$ cat src/core/prhg_pkg.sv
// What this block does
// - at start, test entropy source for total failure; on failure, output nothing.
// - on failure in operation, drop every octet using raw bits after it.
// - run online statistical test at start-up and throughout operation.
// - withhold output until start-up online test passes and whenever it fails.
// - online test runs continuously or periodically; software selects one.
// - random data is delivered to software as 8-bit octets.
// - hardware total-failure self-test runs only when software starts it.
// - self-test outcome reported as one pass or fail bit in a register.
// - internal bits must average above 0.997 bits entropy each, 7.976 per octet.
package prhg_pkg;
    localparam logic [7:0]  REG_CTRL     = 8'h00;
    localparam logic [7:0]  REG_STATUS   = 8'h04;
    localparam logic [7:0]  REG_DATA     = 8'h08;
    localparam logic [7:0]  REG_IRQ_STAT = 8'h0c;
    localparam logic [7:0]  REG_IRQ_CLR  = 8'h10;
    localparam logic [7:0]  REG_IRQ_EN   = 8'h14;
    localparam logic [7:0]  REG_PERIOD   = 8'h18;
    localparam int          CTRL_EN      = 0;
    localparam int          CTRL_MODE    = 1;
    localparam int          CTRL_SELF    = 2;
    localparam int          DATA_VALID   = 8;
    localparam int          IRQ_OCTET    = 0;
    localparam int          IRQ_FAIL     = 1;
    localparam int          IRQ_SELF     = 2;
    localparam int          RUN_LIM      = 32;
    localparam logic [5:0]  RUN_LAST     = 6'h1f;
    localparam logic [5:0]  DLY_FULL     = 6'h20;
    localparam logic [7:0]  WIN_LAST     = 8'hff;
    localparam logic [8:0]  ONES_LO      = 9'h060;
    localparam logic [8:0]  ONES_HI      = 9'h0a0;
    localparam logic [6:0]  SELF_LAST    = 7'h3f;
    localparam logic [15:0] PERIOD_RST   = 16'h0400;
    localparam logic [1:0]  RESP_OKAY    = 2'h0;
    localparam logic [1:0]  RESP_SLVERR  = 2'h2;

    typedef struct packed {
        logic self_done;
        logic self_pass;
        logic self_busy;
        logic startup_done;
        logic ol_fail;
        logic tf_fail;
        logic out_ok;
    } prhg_stat_t;

    typedef enum logic {PRHG_OL_TEST, PRHG_OL_WAIT} prhg_ol_t;
endpackage : prhg_pkg

$ cat src/core/prhg_top.sv
// The AXI4-Lite slave port and the register addresses were left to the implementer.
`timescale 1ns/1ps
module prhg_top (
    input  wire logic        clk_sys_in,
    input  wire logic        reset_n_in,
    input  wire logic        raw_bit_in,
    input  wire logic        raw_tog_in,
    input  wire logic        s_axi_awvalid_in,
    output logic             s_axi_awready_out,
    input  wire logic [7:0]  s_axi_awaddr_in,
    input  wire logic        s_axi_wvalid_in,
    output logic             s_axi_wready_out,
    input  wire logic [31:0] s_axi_wdata_in,
    input  wire logic [3:0]  s_axi_wstrb_in,
    output logic             s_axi_bvalid_out,
    input  wire logic        s_axi_bready_in,
    output logic [1:0]       s_axi_bresp_out,
    input  wire logic        s_axi_arvalid_in,
    output logic             s_axi_arready_out,
    input  wire logic [7:0]  s_axi_araddr_in,
    output logic             s_axi_rvalid_out,
    input  wire logic        s_axi_rready_in,
    output logic [31:0]      s_axi_rdata_out,
    output logic [1:0]       s_axi_rresp_out,
    output logic [7:0]       rng_octet_out,
    output logic             rng_valid_out,
    output prhg_pkg::prhg_stat_t stat_out,
    output logic             irq_out
);
    import prhg_pkg::*;

    logic [2:0]  bit_s_q, tog_s_q;
    logic        tog_acc_q, bit_evt, raw_b;
    logic        en_q, mode_q, out_ok_q, tf_fail_q, ol_fail_q, start_ok_q;
    logic [15:0] period_q, wait_q;
    logic [5:0]  run_q, dly_cnt_q;
    logic        last_q, tf_hit;
    logic [RUN_LIM-1:0] dly_q;
    logic [7:0]  oct_q, out_q, win_q;
    logic [2:0]  ob_q;
    logic        oct_done;
    logic [7:0]  oct_d;
    logic [8:0]  ones_q, ones_d;
    logic        win_end, win_bad;
    prhg_ol_t    ol_q;
    logic        out_valid_q, self_busy_q, self_pass_q, self_done_q;
    logic        seen0_q, seen1_q, self_bad_q, self_go;
    logic [6:0]  self_cnt_q;
    logic [2:0]  irq_stat_q, irq_en_q, irq_set, irq_clr;
    logic        aw_have_q, w_have_q, awready_q, wready_q, arready_q;
    logic [7:0]  awaddr_q;
    logic [31:0] wdata_q;
    logic [3:0]  wstrb_q;
    logic        bvalid_q, rvalid_q, wr_go, rd_go, rd_data;
    logic [1:0]  bresp_q, rresp_q;
    logic [31:0] rdata_q;
    logic        out_ok_d;

    // only stage 1 and 2 are compared, stage 0 feeds stage 1 alone
    always_ff @(posedge clk_sys_in) begin
        if (!reset_n_in) begin
            bit_s_q   <= 3'h0;
            tog_s_q   <= 3'h0;
            tog_acc_q <= 1'b0;
        end else begin
            bit_s_q <= {bit_s_q[1:0], raw_bit_in};
            tog_s_q <= {tog_s_q[1:0], raw_tog_in};
            if (bit_evt) begin
                tog_acc_q <= tog_s_q[2];
            end
        end
    end
    assign bit_evt = (tog_s_q[1] == tog_s_q[2]) && (tog_s_q[2] != tog_acc_q);
    assign raw_b   = bit_s_q[2];

    // total failure: a run of RUN_LIM+1 equal raw bits means a stuck source
    assign tf_hit = bit_evt && en_q && (raw_b == last_q) && (run_q == RUN_LAST);
    always_ff @(posedge clk_sys_in) begin
        if (!reset_n_in || !en_q) begin
            run_q  <= 6'h0;
            last_q <= 1'b0;
        end else if (bit_evt) begin
            last_q <= raw_b;
            run_q  <= (raw_b == last_q && run_q != RUN_LAST) ? run_q + 6'h1 : 6'h0;
        end
    end

    // bits age RUN_LIM positions before use, so a stuck run is caught before
    // any of its bits leaves; costs RUN_LIM bits of latency
    always_ff @(posedge clk_sys_in) begin
        if (!reset_n_in || !en_q || tf_hit) begin
            dly_q     <= '0;
            dly_cnt_q <= 6'h0;
            ob_q      <= 3'h0;
            oct_q     <= 8'h0;
        end else if (bit_evt) begin
            dly_q <= {dly_q[RUN_LIM-2:0], raw_b};
            if (dly_cnt_q != DLY_FULL) begin
                dly_cnt_q <= dly_cnt_q + 6'h1;
            end else begin
                oct_q <= oct_d;
                ob_q  <= ob_q + 3'h1;
            end
        end
    end
    assign oct_d    = {oct_q[6:0], dly_q[RUN_LIM-1]};
    assign oct_done = bit_evt && en_q && !tf_hit && dly_cnt_q == DLY_FULL && ob_q == 3'h7;

    // monobit window over 256 raw bits; bounds chosen for the entropy target
    assign ones_d  = ones_q + {8'h0, raw_b};
    assign win_end = bit_evt && en_q && ol_q == PRHG_OL_TEST && win_q == WIN_LAST;
    assign win_bad = (ones_d < ONES_LO) || (ones_d > ONES_HI);
    always_ff @(posedge clk_sys_in) begin
        if (!reset_n_in || !en_q) begin
            ol_q   <= PRHG_OL_TEST;
            win_q  <= 8'h0;
            ones_q <= 9'h0;
            wait_q <= 16'h0;
        end else if (bit_evt) begin
            case (ol_q)
                PRHG_OL_TEST: begin
                    win_q  <= win_q + 8'h1;
                    ones_q <= win_end ? 9'h0 : ones_d;
                    if (win_end && mode_q && start_ok_q) begin
                        ol_q   <= PRHG_OL_WAIT;
                        wait_q <= 16'h0;
                    end
                end
                PRHG_OL_WAIT: begin
                    wait_q <= wait_q + 16'h1;
                    if (!mode_q || wait_q >= period_q) begin
                        ol_q <= PRHG_OL_TEST;
                    end
                end
                default: ol_q <= PRHG_OL_TEST;
            endcase
        end else if (ol_q == PRHG_OL_WAIT && !mode_q) begin
            ol_q <= PRHG_OL_TEST;
        end
    end

    // health state; disabling the generator restarts the start-up tests
    always_ff @(posedge clk_sys_in) begin
        if (!reset_n_in || !en_q) begin
            tf_fail_q  <= 1'b0;
            ol_fail_q  <= 1'b0;
            start_ok_q <= 1'b0;
        end else begin
            if (tf_hit) begin
                tf_fail_q <= 1'b1;
            end
            if (win_end) begin
                ol_fail_q <= win_bad;
                if (!win_bad && !tf_fail_q && !tf_hit) begin
                    start_ok_q <= 1'b1;
                end
            end
        end
    end

    assign out_ok_d = en_q && start_ok_q && !tf_fail_q && !ol_fail_q && !tf_hit
                      && !(win_end && win_bad);
    always_ff @(posedge clk_sys_in) begin
        if (!reset_n_in) begin
            out_ok_q <= 1'b0;
        end else begin
            out_ok_q <= out_ok_d;
        end
    end

    // one octet holding register; a new octet is dropped while it is unread
    always_ff @(posedge clk_sys_in) begin
        if (!reset_n_in) begin
            out_q       <= 8'h0;
            out_valid_q <= 1'b0;
        end else if (!out_ok_d) begin
            out_valid_q <= 1'b0;
        end else if (oct_done && out_ok_q && (!out_valid_q || rd_data)) begin
            out_q       <= oct_d;
            out_valid_q <= 1'b1;
        end else if (rd_data) begin
            out_valid_q <= 1'b0;
        end
    end

    // software-started stuck-source self-test over 64 raw bits
    assign self_go = wr_go && awaddr_q == REG_CTRL && wstrb_q[0] && wdata_q[CTRL_SELF]
                     && en_q && !self_busy_q;
    always_ff @(posedge clk_sys_in) begin
        if (!reset_n_in || !en_q) begin
            self_busy_q <= 1'b0;
            self_pass_q <= 1'b0;
            self_done_q <= 1'b0;
            seen0_q     <= 1'b0;
            seen1_q     <= 1'b0;
            self_bad_q  <= 1'b0;
            self_cnt_q  <= 7'h0;
        end else if (self_go) begin
            self_busy_q <= 1'b1;
            self_done_q <= 1'b0;
            self_pass_q <= 1'b0;
            seen0_q     <= 1'b0;
            seen1_q     <= 1'b0;
            self_bad_q  <= 1'b0;
            self_cnt_q  <= 7'h0;
        end else if (self_busy_q && bit_evt) begin
            self_cnt_q <= self_cnt_q + 7'h1;
            seen0_q    <= seen0_q | !raw_b;
            seen1_q    <= seen1_q | raw_b;
            self_bad_q <= self_bad_q | tf_hit;
            if (self_cnt_q == SELF_LAST) begin
                self_busy_q <= 1'b0;
                self_done_q <= 1'b1;
                self_pass_q <= (seen0_q | !raw_b) & (seen1_q | raw_b)
                               & !self_bad_q & !tf_hit;
            end
        end
    end

    // interrupts: a set in the same cycle as a clear wins
    assign irq_set = {self_busy_q && bit_evt && self_cnt_q == SELF_LAST,
                      tf_hit || (win_end && win_bad),
                      oct_done && out_ok_q && (!out_valid_q || rd_data) && out_ok_d};
    assign irq_clr = (wr_go && awaddr_q == REG_IRQ_CLR && wstrb_q[0]) ? wdata_q[2:0] : 3'h0;
    always_ff @(posedge clk_sys_in) begin
        if (!reset_n_in) begin
            irq_stat_q <= 3'h0;
            irq_out    <= 1'b0;
        end else begin
            irq_stat_q <= (irq_stat_q & ~irq_clr) | irq_set;
            irq_out    <= |(((irq_stat_q & ~irq_clr) | irq_set) & irq_en_q);
        end
    end

    // axi4-lite write path; address and data may arrive in either order
    assign wr_go = aw_have_q && w_have_q && !bvalid_q;
    always_ff @(posedge clk_sys_in) begin
        if (!reset_n_in) begin
            awready_q <= 1'b0;
            wready_q  <= 1'b0;
            aw_have_q <= 1'b0;
            w_have_q  <= 1'b0;
            awaddr_q  <= 8'h0;
            wdata_q   <= 32'h0;
            wstrb_q   <= 4'h0;
            bvalid_q  <= 1'b0;
            bresp_q   <= RESP_OKAY;
        end else begin
            awready_q <= s_axi_awvalid_in && !awready_q && !aw_have_q && !bvalid_q;
            wready_q  <= s_axi_wvalid_in && !wready_q && !w_have_q && !bvalid_q;
            if (s_axi_awvalid_in && awready_q) begin
                aw_have_q <= 1'b1;
                awaddr_q  <= {s_axi_awaddr_in[7:2], 2'h0};
            end
            if (s_axi_wvalid_in && wready_q) begin
                w_have_q <= 1'b1;
                wdata_q  <= s_axi_wdata_in;
                wstrb_q  <= s_axi_wstrb_in;
            end
            if (wr_go) begin
                aw_have_q <= 1'b0;
                w_have_q  <= 1'b0;
                bvalid_q  <= 1'b1;
                bresp_q   <= (awaddr_q <= REG_PERIOD && awaddr_q != REG_STATUS
                              && awaddr_q != REG_DATA && awaddr_q != REG_IRQ_STAT)
                             ? RESP_OKAY : RESP_SLVERR;
            end else if (bvalid_q && s_axi_bready_in) begin
                bvalid_q <= 1'b0;
            end
        end
    end

    always_ff @(posedge clk_sys_in) begin
        if (!reset_n_in) begin
            en_q     <= 1'b0;
            mode_q   <= 1'b0;
            irq_en_q <= 3'h0;
            period_q <= PERIOD_RST;
        end else if (wr_go) begin
            if (awaddr_q == REG_CTRL && wstrb_q[0]) begin
                en_q   <= wdata_q[CTRL_EN];
                mode_q <= wdata_q[CTRL_MODE];
            end
            if (awaddr_q == REG_IRQ_EN && wstrb_q[0]) begin
                irq_en_q <= wdata_q[2:0];
            end
            if (awaddr_q == REG_PERIOD) begin
                if (wstrb_q[0]) period_q[7:0] <= wdata_q[7:0];
                if (wstrb_q[1]) period_q[15:8] <= wdata_q[15:8];
            end
        end
    end

    // axi4-lite read path; reading data consumes the octet
    assign rd_go   = s_axi_arvalid_in && arready_q;
    assign rd_data = rd_go && {s_axi_araddr_in[7:2], 2'h0} == REG_DATA;
    always_ff @(posedge clk_sys_in) begin
        if (!reset_n_in) begin
            arready_q <= 1'b0;
            rvalid_q  <= 1'b0;
            rdata_q   <= 32'h0;
            rresp_q   <= RESP_OKAY;
        end else begin
            arready_q <= s_axi_arvalid_in && !arready_q && !rvalid_q;
            if (rd_go) begin
                rvalid_q <= 1'b1;
                rresp_q  <= RESP_OKAY;
                case ({s_axi_araddr_in[7:2], 2'h0})
                    REG_CTRL:     rdata_q <= {29'h0, 1'b0, mode_q, en_q};
                    REG_STATUS:   rdata_q <= {25'h0, stat_out};
                    REG_DATA:     rdata_q <= {23'h0, out_valid_q, out_q};
                    REG_IRQ_STAT: rdata_q <= {29'h0, irq_stat_q};
                    REG_IRQ_CLR:  rdata_q <= 32'h0;
                    REG_IRQ_EN:   rdata_q <= {29'h0, irq_en_q};
                    REG_PERIOD:   rdata_q <= {16'h0, period_q};
                    default: begin
                        rdata_q <= 32'h0;
                        rresp_q <= RESP_SLVERR;
                    end
                endcase
            end else if (rvalid_q && s_axi_rready_in) begin
                rvalid_q <= 1'b0;
            end
        end
    end

    always_ff @(posedge clk_sys_in) begin
        if (!reset_n_in) begin
            stat_out <= '0;
        end else begin
            stat_out <= '{self_done_q, self_pass_q, self_busy_q, start_ok_q,
                          ol_fail_q, tf_fail_q, out_ok_q};
        end
    end

    assign s_axi_awready_out = awready_q;
    assign s_axi_wready_out  = wready_q;
    assign s_axi_bvalid_out  = bvalid_q;
    assign s_axi_bresp_out   = bresp_q;
    assign s_axi_arready_out = arready_q;
    assign s_axi_rvalid_out  = rvalid_q;
    assign s_axi_rdata_out   = rdata_q;
    assign s_axi_rresp_out   = rresp_q;
    assign rng_octet_out     = out_q;
    assign rng_valid_out     = out_valid_q;
endmodule : prhg_top

$ cat config.mk
export PLATFORM = sky130hd
export DESIGN_NAME = prhg_top
export DESIGN_NICKNAME = d
export VERILOG_FILES = /design/src/core/prhg_pkg.sv /design/src/core/prhg_top.sv
export SDC_FILE = /design/constraint.sdc
export NUM_CORES = 1
export LEC_CHECK = 0
export BUFFER_PORTS_ARGS = -buffer_cell sky130_fd_sc_hd__buf_2
export CORE_ASPECT_RATIO = 0.8
export CORE_MARGIN = 8
export CORE_UTILIZATION = 30
export DETAILED_ROUTE_END_ITERATION = 12
export PLACE_DENSITY = 0.55
export SETUP_SLACK_MARGIN = 0.05
export SLEW_MARGIN = 30
export SYNTH_ARGS = -nofsm -noshare
export SYNTH_HDL_FRONTEND = slang
export SYNTH_SLANG_ARGS = --single-unit
export TNS_END_PERCENT = 20
$ cat constraint.sdc
create_clock -name clk_sys_in -period 3.7 [get_ports clk_sys_in]
set_input_delay 0 -clock clk_sys_in [delete_from_list [all_inputs] [get_ports clk_sys_in]]
set_output_delay 0 -clock clk_sys_in [all_outputs]
set_load 0.01 [all_outputs]
==> metrics.csv <==
metric,value,unit
grtUsageTotal,0.1233,
drcViolationCount,0,
netlist_area,0.008956,mm^2
slew_violations,0,
grt_pass1_wl,36640,um
cts.clk_slew.worst_paths,0.06,ns
initial_core_util,0.3051,
drive_above_1_share,0.1230,
cts_tree,done,
crit_path_start_kind,flop,
slowest_stage,a2111oi_4,
setup_tns,0,ns
final_common_cell,dfxtp_1,
synth_area_per_cell,8.637,um^2
maxCapViolCount,0,
antenna_found_initial,0,
end_kind,flop,
cpPeakStageDelay,0.38,ns
grt_pass1_vias,6941,
reg2reg_from,bit_s_q[2]$_SDFF_PN0_,
dr.pass1.iters,5,
worstHoldStart,reset_n_in,
finalPower,0.004830,W
fin_crit,2.847,ns
coreArea,0.02936,mm^2
p_per_area,447.1,mW/mm^2
ant_nets,0,
htree_levels,1,
path_cells,buf_4 > ha_1 > ha_1 > nor4b_1 > a221oi_1 > o22ai_1 > a31oi_1 > a2111oi_4 > buf_4 > mux2i_1 > nor2b_1,
clockBufferDepth,3,
crit_type,flop to flop,
routabilityCongestion,0.8026,
status,"complete, no violations",
setup_viol,0,
first_iter_violations,436,
hpwl,15520,um
cts.sinks,203,
clk_latency,0.51,ns
vdd_drop_max,258.3,uV
cts-root-buf,clkbuf_16,
grt_max_degree,60,
p_leak,3.875,nW
ys_seq_elements,203,
yosys.area.top_type,dfxtp_1,
ys_warn_count,0,
fmaxAchievable,0.3512,GHz
wl_per_cell,14.65,um
die_w,209.2,um
period_share,0.7695,
synth.top_cell.area_share,0.4538,
multi_input_area,0.004469,mm^2
ys_top_cells_by_area,"dfxtp_1 45%, nand2_1 7.4%, a21oi_1 4.6%, mux2i_1 3.7%, ha_1 3.6%",
drt_wl_total,22320,um
holdCritPathClass,input pin to flop,
num_rows,56,
arrival,3.25,ns
synthFlopType,dfxtp_1,
rsz0062_at_grt,no,
holdWs,0.07090,ns
ys_seq_area_frac,0.4538,
crit_start,bit_s_q[2]$_SDFF_PN0_,
die_area,0.03567,mm^2
port-buffer-count,78,
final_hold_viol_count,0,
worst-path-max-fanout,9,
overflow,0,
nets,1218,
synth_cells,1037,
path_buf_inv,2,
synth_async_sr_flop_share,0,
area_growth,20.62,%
ys_types,61,
slew_headroom,0.3926,
die-height,170.5,um
instances_no_fill,1523,
required,4.10,ns
tightestPinTransition,0.9111,ns
pin_count,119,
dp_cells,1442,
path_delay_family,compound AO/OA/AOI/OAI gates,
diodes,0,
register_area,0.004064,mm^2
synth_edf_count,0,
clock_skew,0.01288,ns
post_cts_resized,0,
vias,7326,
cts_buffers,22,
via_per_inst,4.810,
final_cell_mix,"203 x dfxtp_1, 176 x nand2_1, 83 x a21oi_1",
fillerInstances,3007,
timing repair:
action | CTS | global route
endpoints found under the hold margin | 34 | 0
hold buffers | 42 | 0
endpoints found under the setup margin | 0 | 0
setup buffers | 0 | 0
report_power, final:
part / switching (W) / internal (W) / leakage [nW]
Clock: 0.000898 / 0.00157 / 0.404
Combinational: 0.0000761 / 0.0000714 / 1.83
Sequential: 0.0000147 / 0.00220 / 1.64
Total: 0.000989 / 0.00384 / 3.88
cells by family after synthesis:
group,synth area share
adder cells (fa/ha/maj),0.03632
flip-flops,0.4538
AO/OA/AOI/OAI,0.1382
buffers and inverters,0.05434
other,0.0004187
XOR/XNOR,0.03227
multiplexers,0.03814
AND/OR/NAND/NOR,0.2466
layout make-up:
class	count	area share
Clock buffer	30	0.05942
Clock inverter	9	0.01668
Inverter	26	0.009034
Multi-Input combinational cell	749	0.4137
Sequential cell	203	0.3762
Tap cell	377	0.04366
Timing Repair Buffer	129	0.08131
cell usage after synthesis, drive strengths merged (5+ instances only):
cell	instances
nand3	47
a222oi	7
clkbuf	41
nor3	10
a21oi	83
nor4	7
nand4	15
a21boi	35
xor2	22
o21ai	35
nand2	176
and2	26
nand2b	7
and3	12
or4	5
or3	9
nor2b	34
mux2i	33
xnor2	11
ha	26
nor2	65
nor3b	6
buf	35
inv	26
dfxtp	203
per-layer routing:
metal	GRT usage	vias up	routed length, um
met1	0.1689	3433	10840
met3	0.02706	30	1100
met2	0.1971	133	9995
met5	0	-	0
met4	0.02692	0	380
li1	-	3730	-
sequential cells by signal (all words and copies together), names as in the netlist, 2 cells and up:
name / cells
dly_q: 32
period_q: 16
s_axi_rdata_out: 16
wait_q: 16
wdata_q: 16
ones_q: 9
rng_octet_out: 8
win_q: 8
oct_q: 7
self_cnt_q: 7
stat_out: 7
awaddr_q: 6
dly_cnt_q: 6
run_q: 6
bit_s_q: 3
irq_en_q: 3
irq_stat_q: 3
ob_q: 3
tog_s_q: 3
wstrb_q: 2
metrics by stage:
stage                 util  instance area (um^2)  worst slack [ns]
floorplan                -                  9020             1.116
global placement    0.3256                  9560            0.8752
detailed placement  0.3256                  9560            0.8534
CTS                 0.3680                 10800            0.8372
global route        0.3680                 10800            0.5908
finish              0.3680                 10800            0.8527
worst reg2reg max path: stages, from the launching register on:
cell,delay [ns]
dfxtp_1,0.29
buf_4,0.15
ha_1,0.24
ha_1,0.31
nor4b_1,0.29
a221oi_1,0.12
o22ai_1,0.19
a31oi_1,0.23
a2111oi_4,0.39
buf_4,0.26
mux2i_1,0.21
nor2b_1,0.06
worst paths after layout:
kind	cells after the start	slack [ns]	endpoint
max	11	0.85	rng_octet_out[7]$_SDFFE_PN0P_
min	2	0.07	irq_stat_q[0]$_SDFF_PN0_
max reg2reg	11	0.85	rng_octet_out[7]$_SDFFE_PN0P_
min reg2reg	1	0.43	tog_s_q[1]$_SDFF_PN0_
Note: power is estimated with default switching activity, not from simulation.
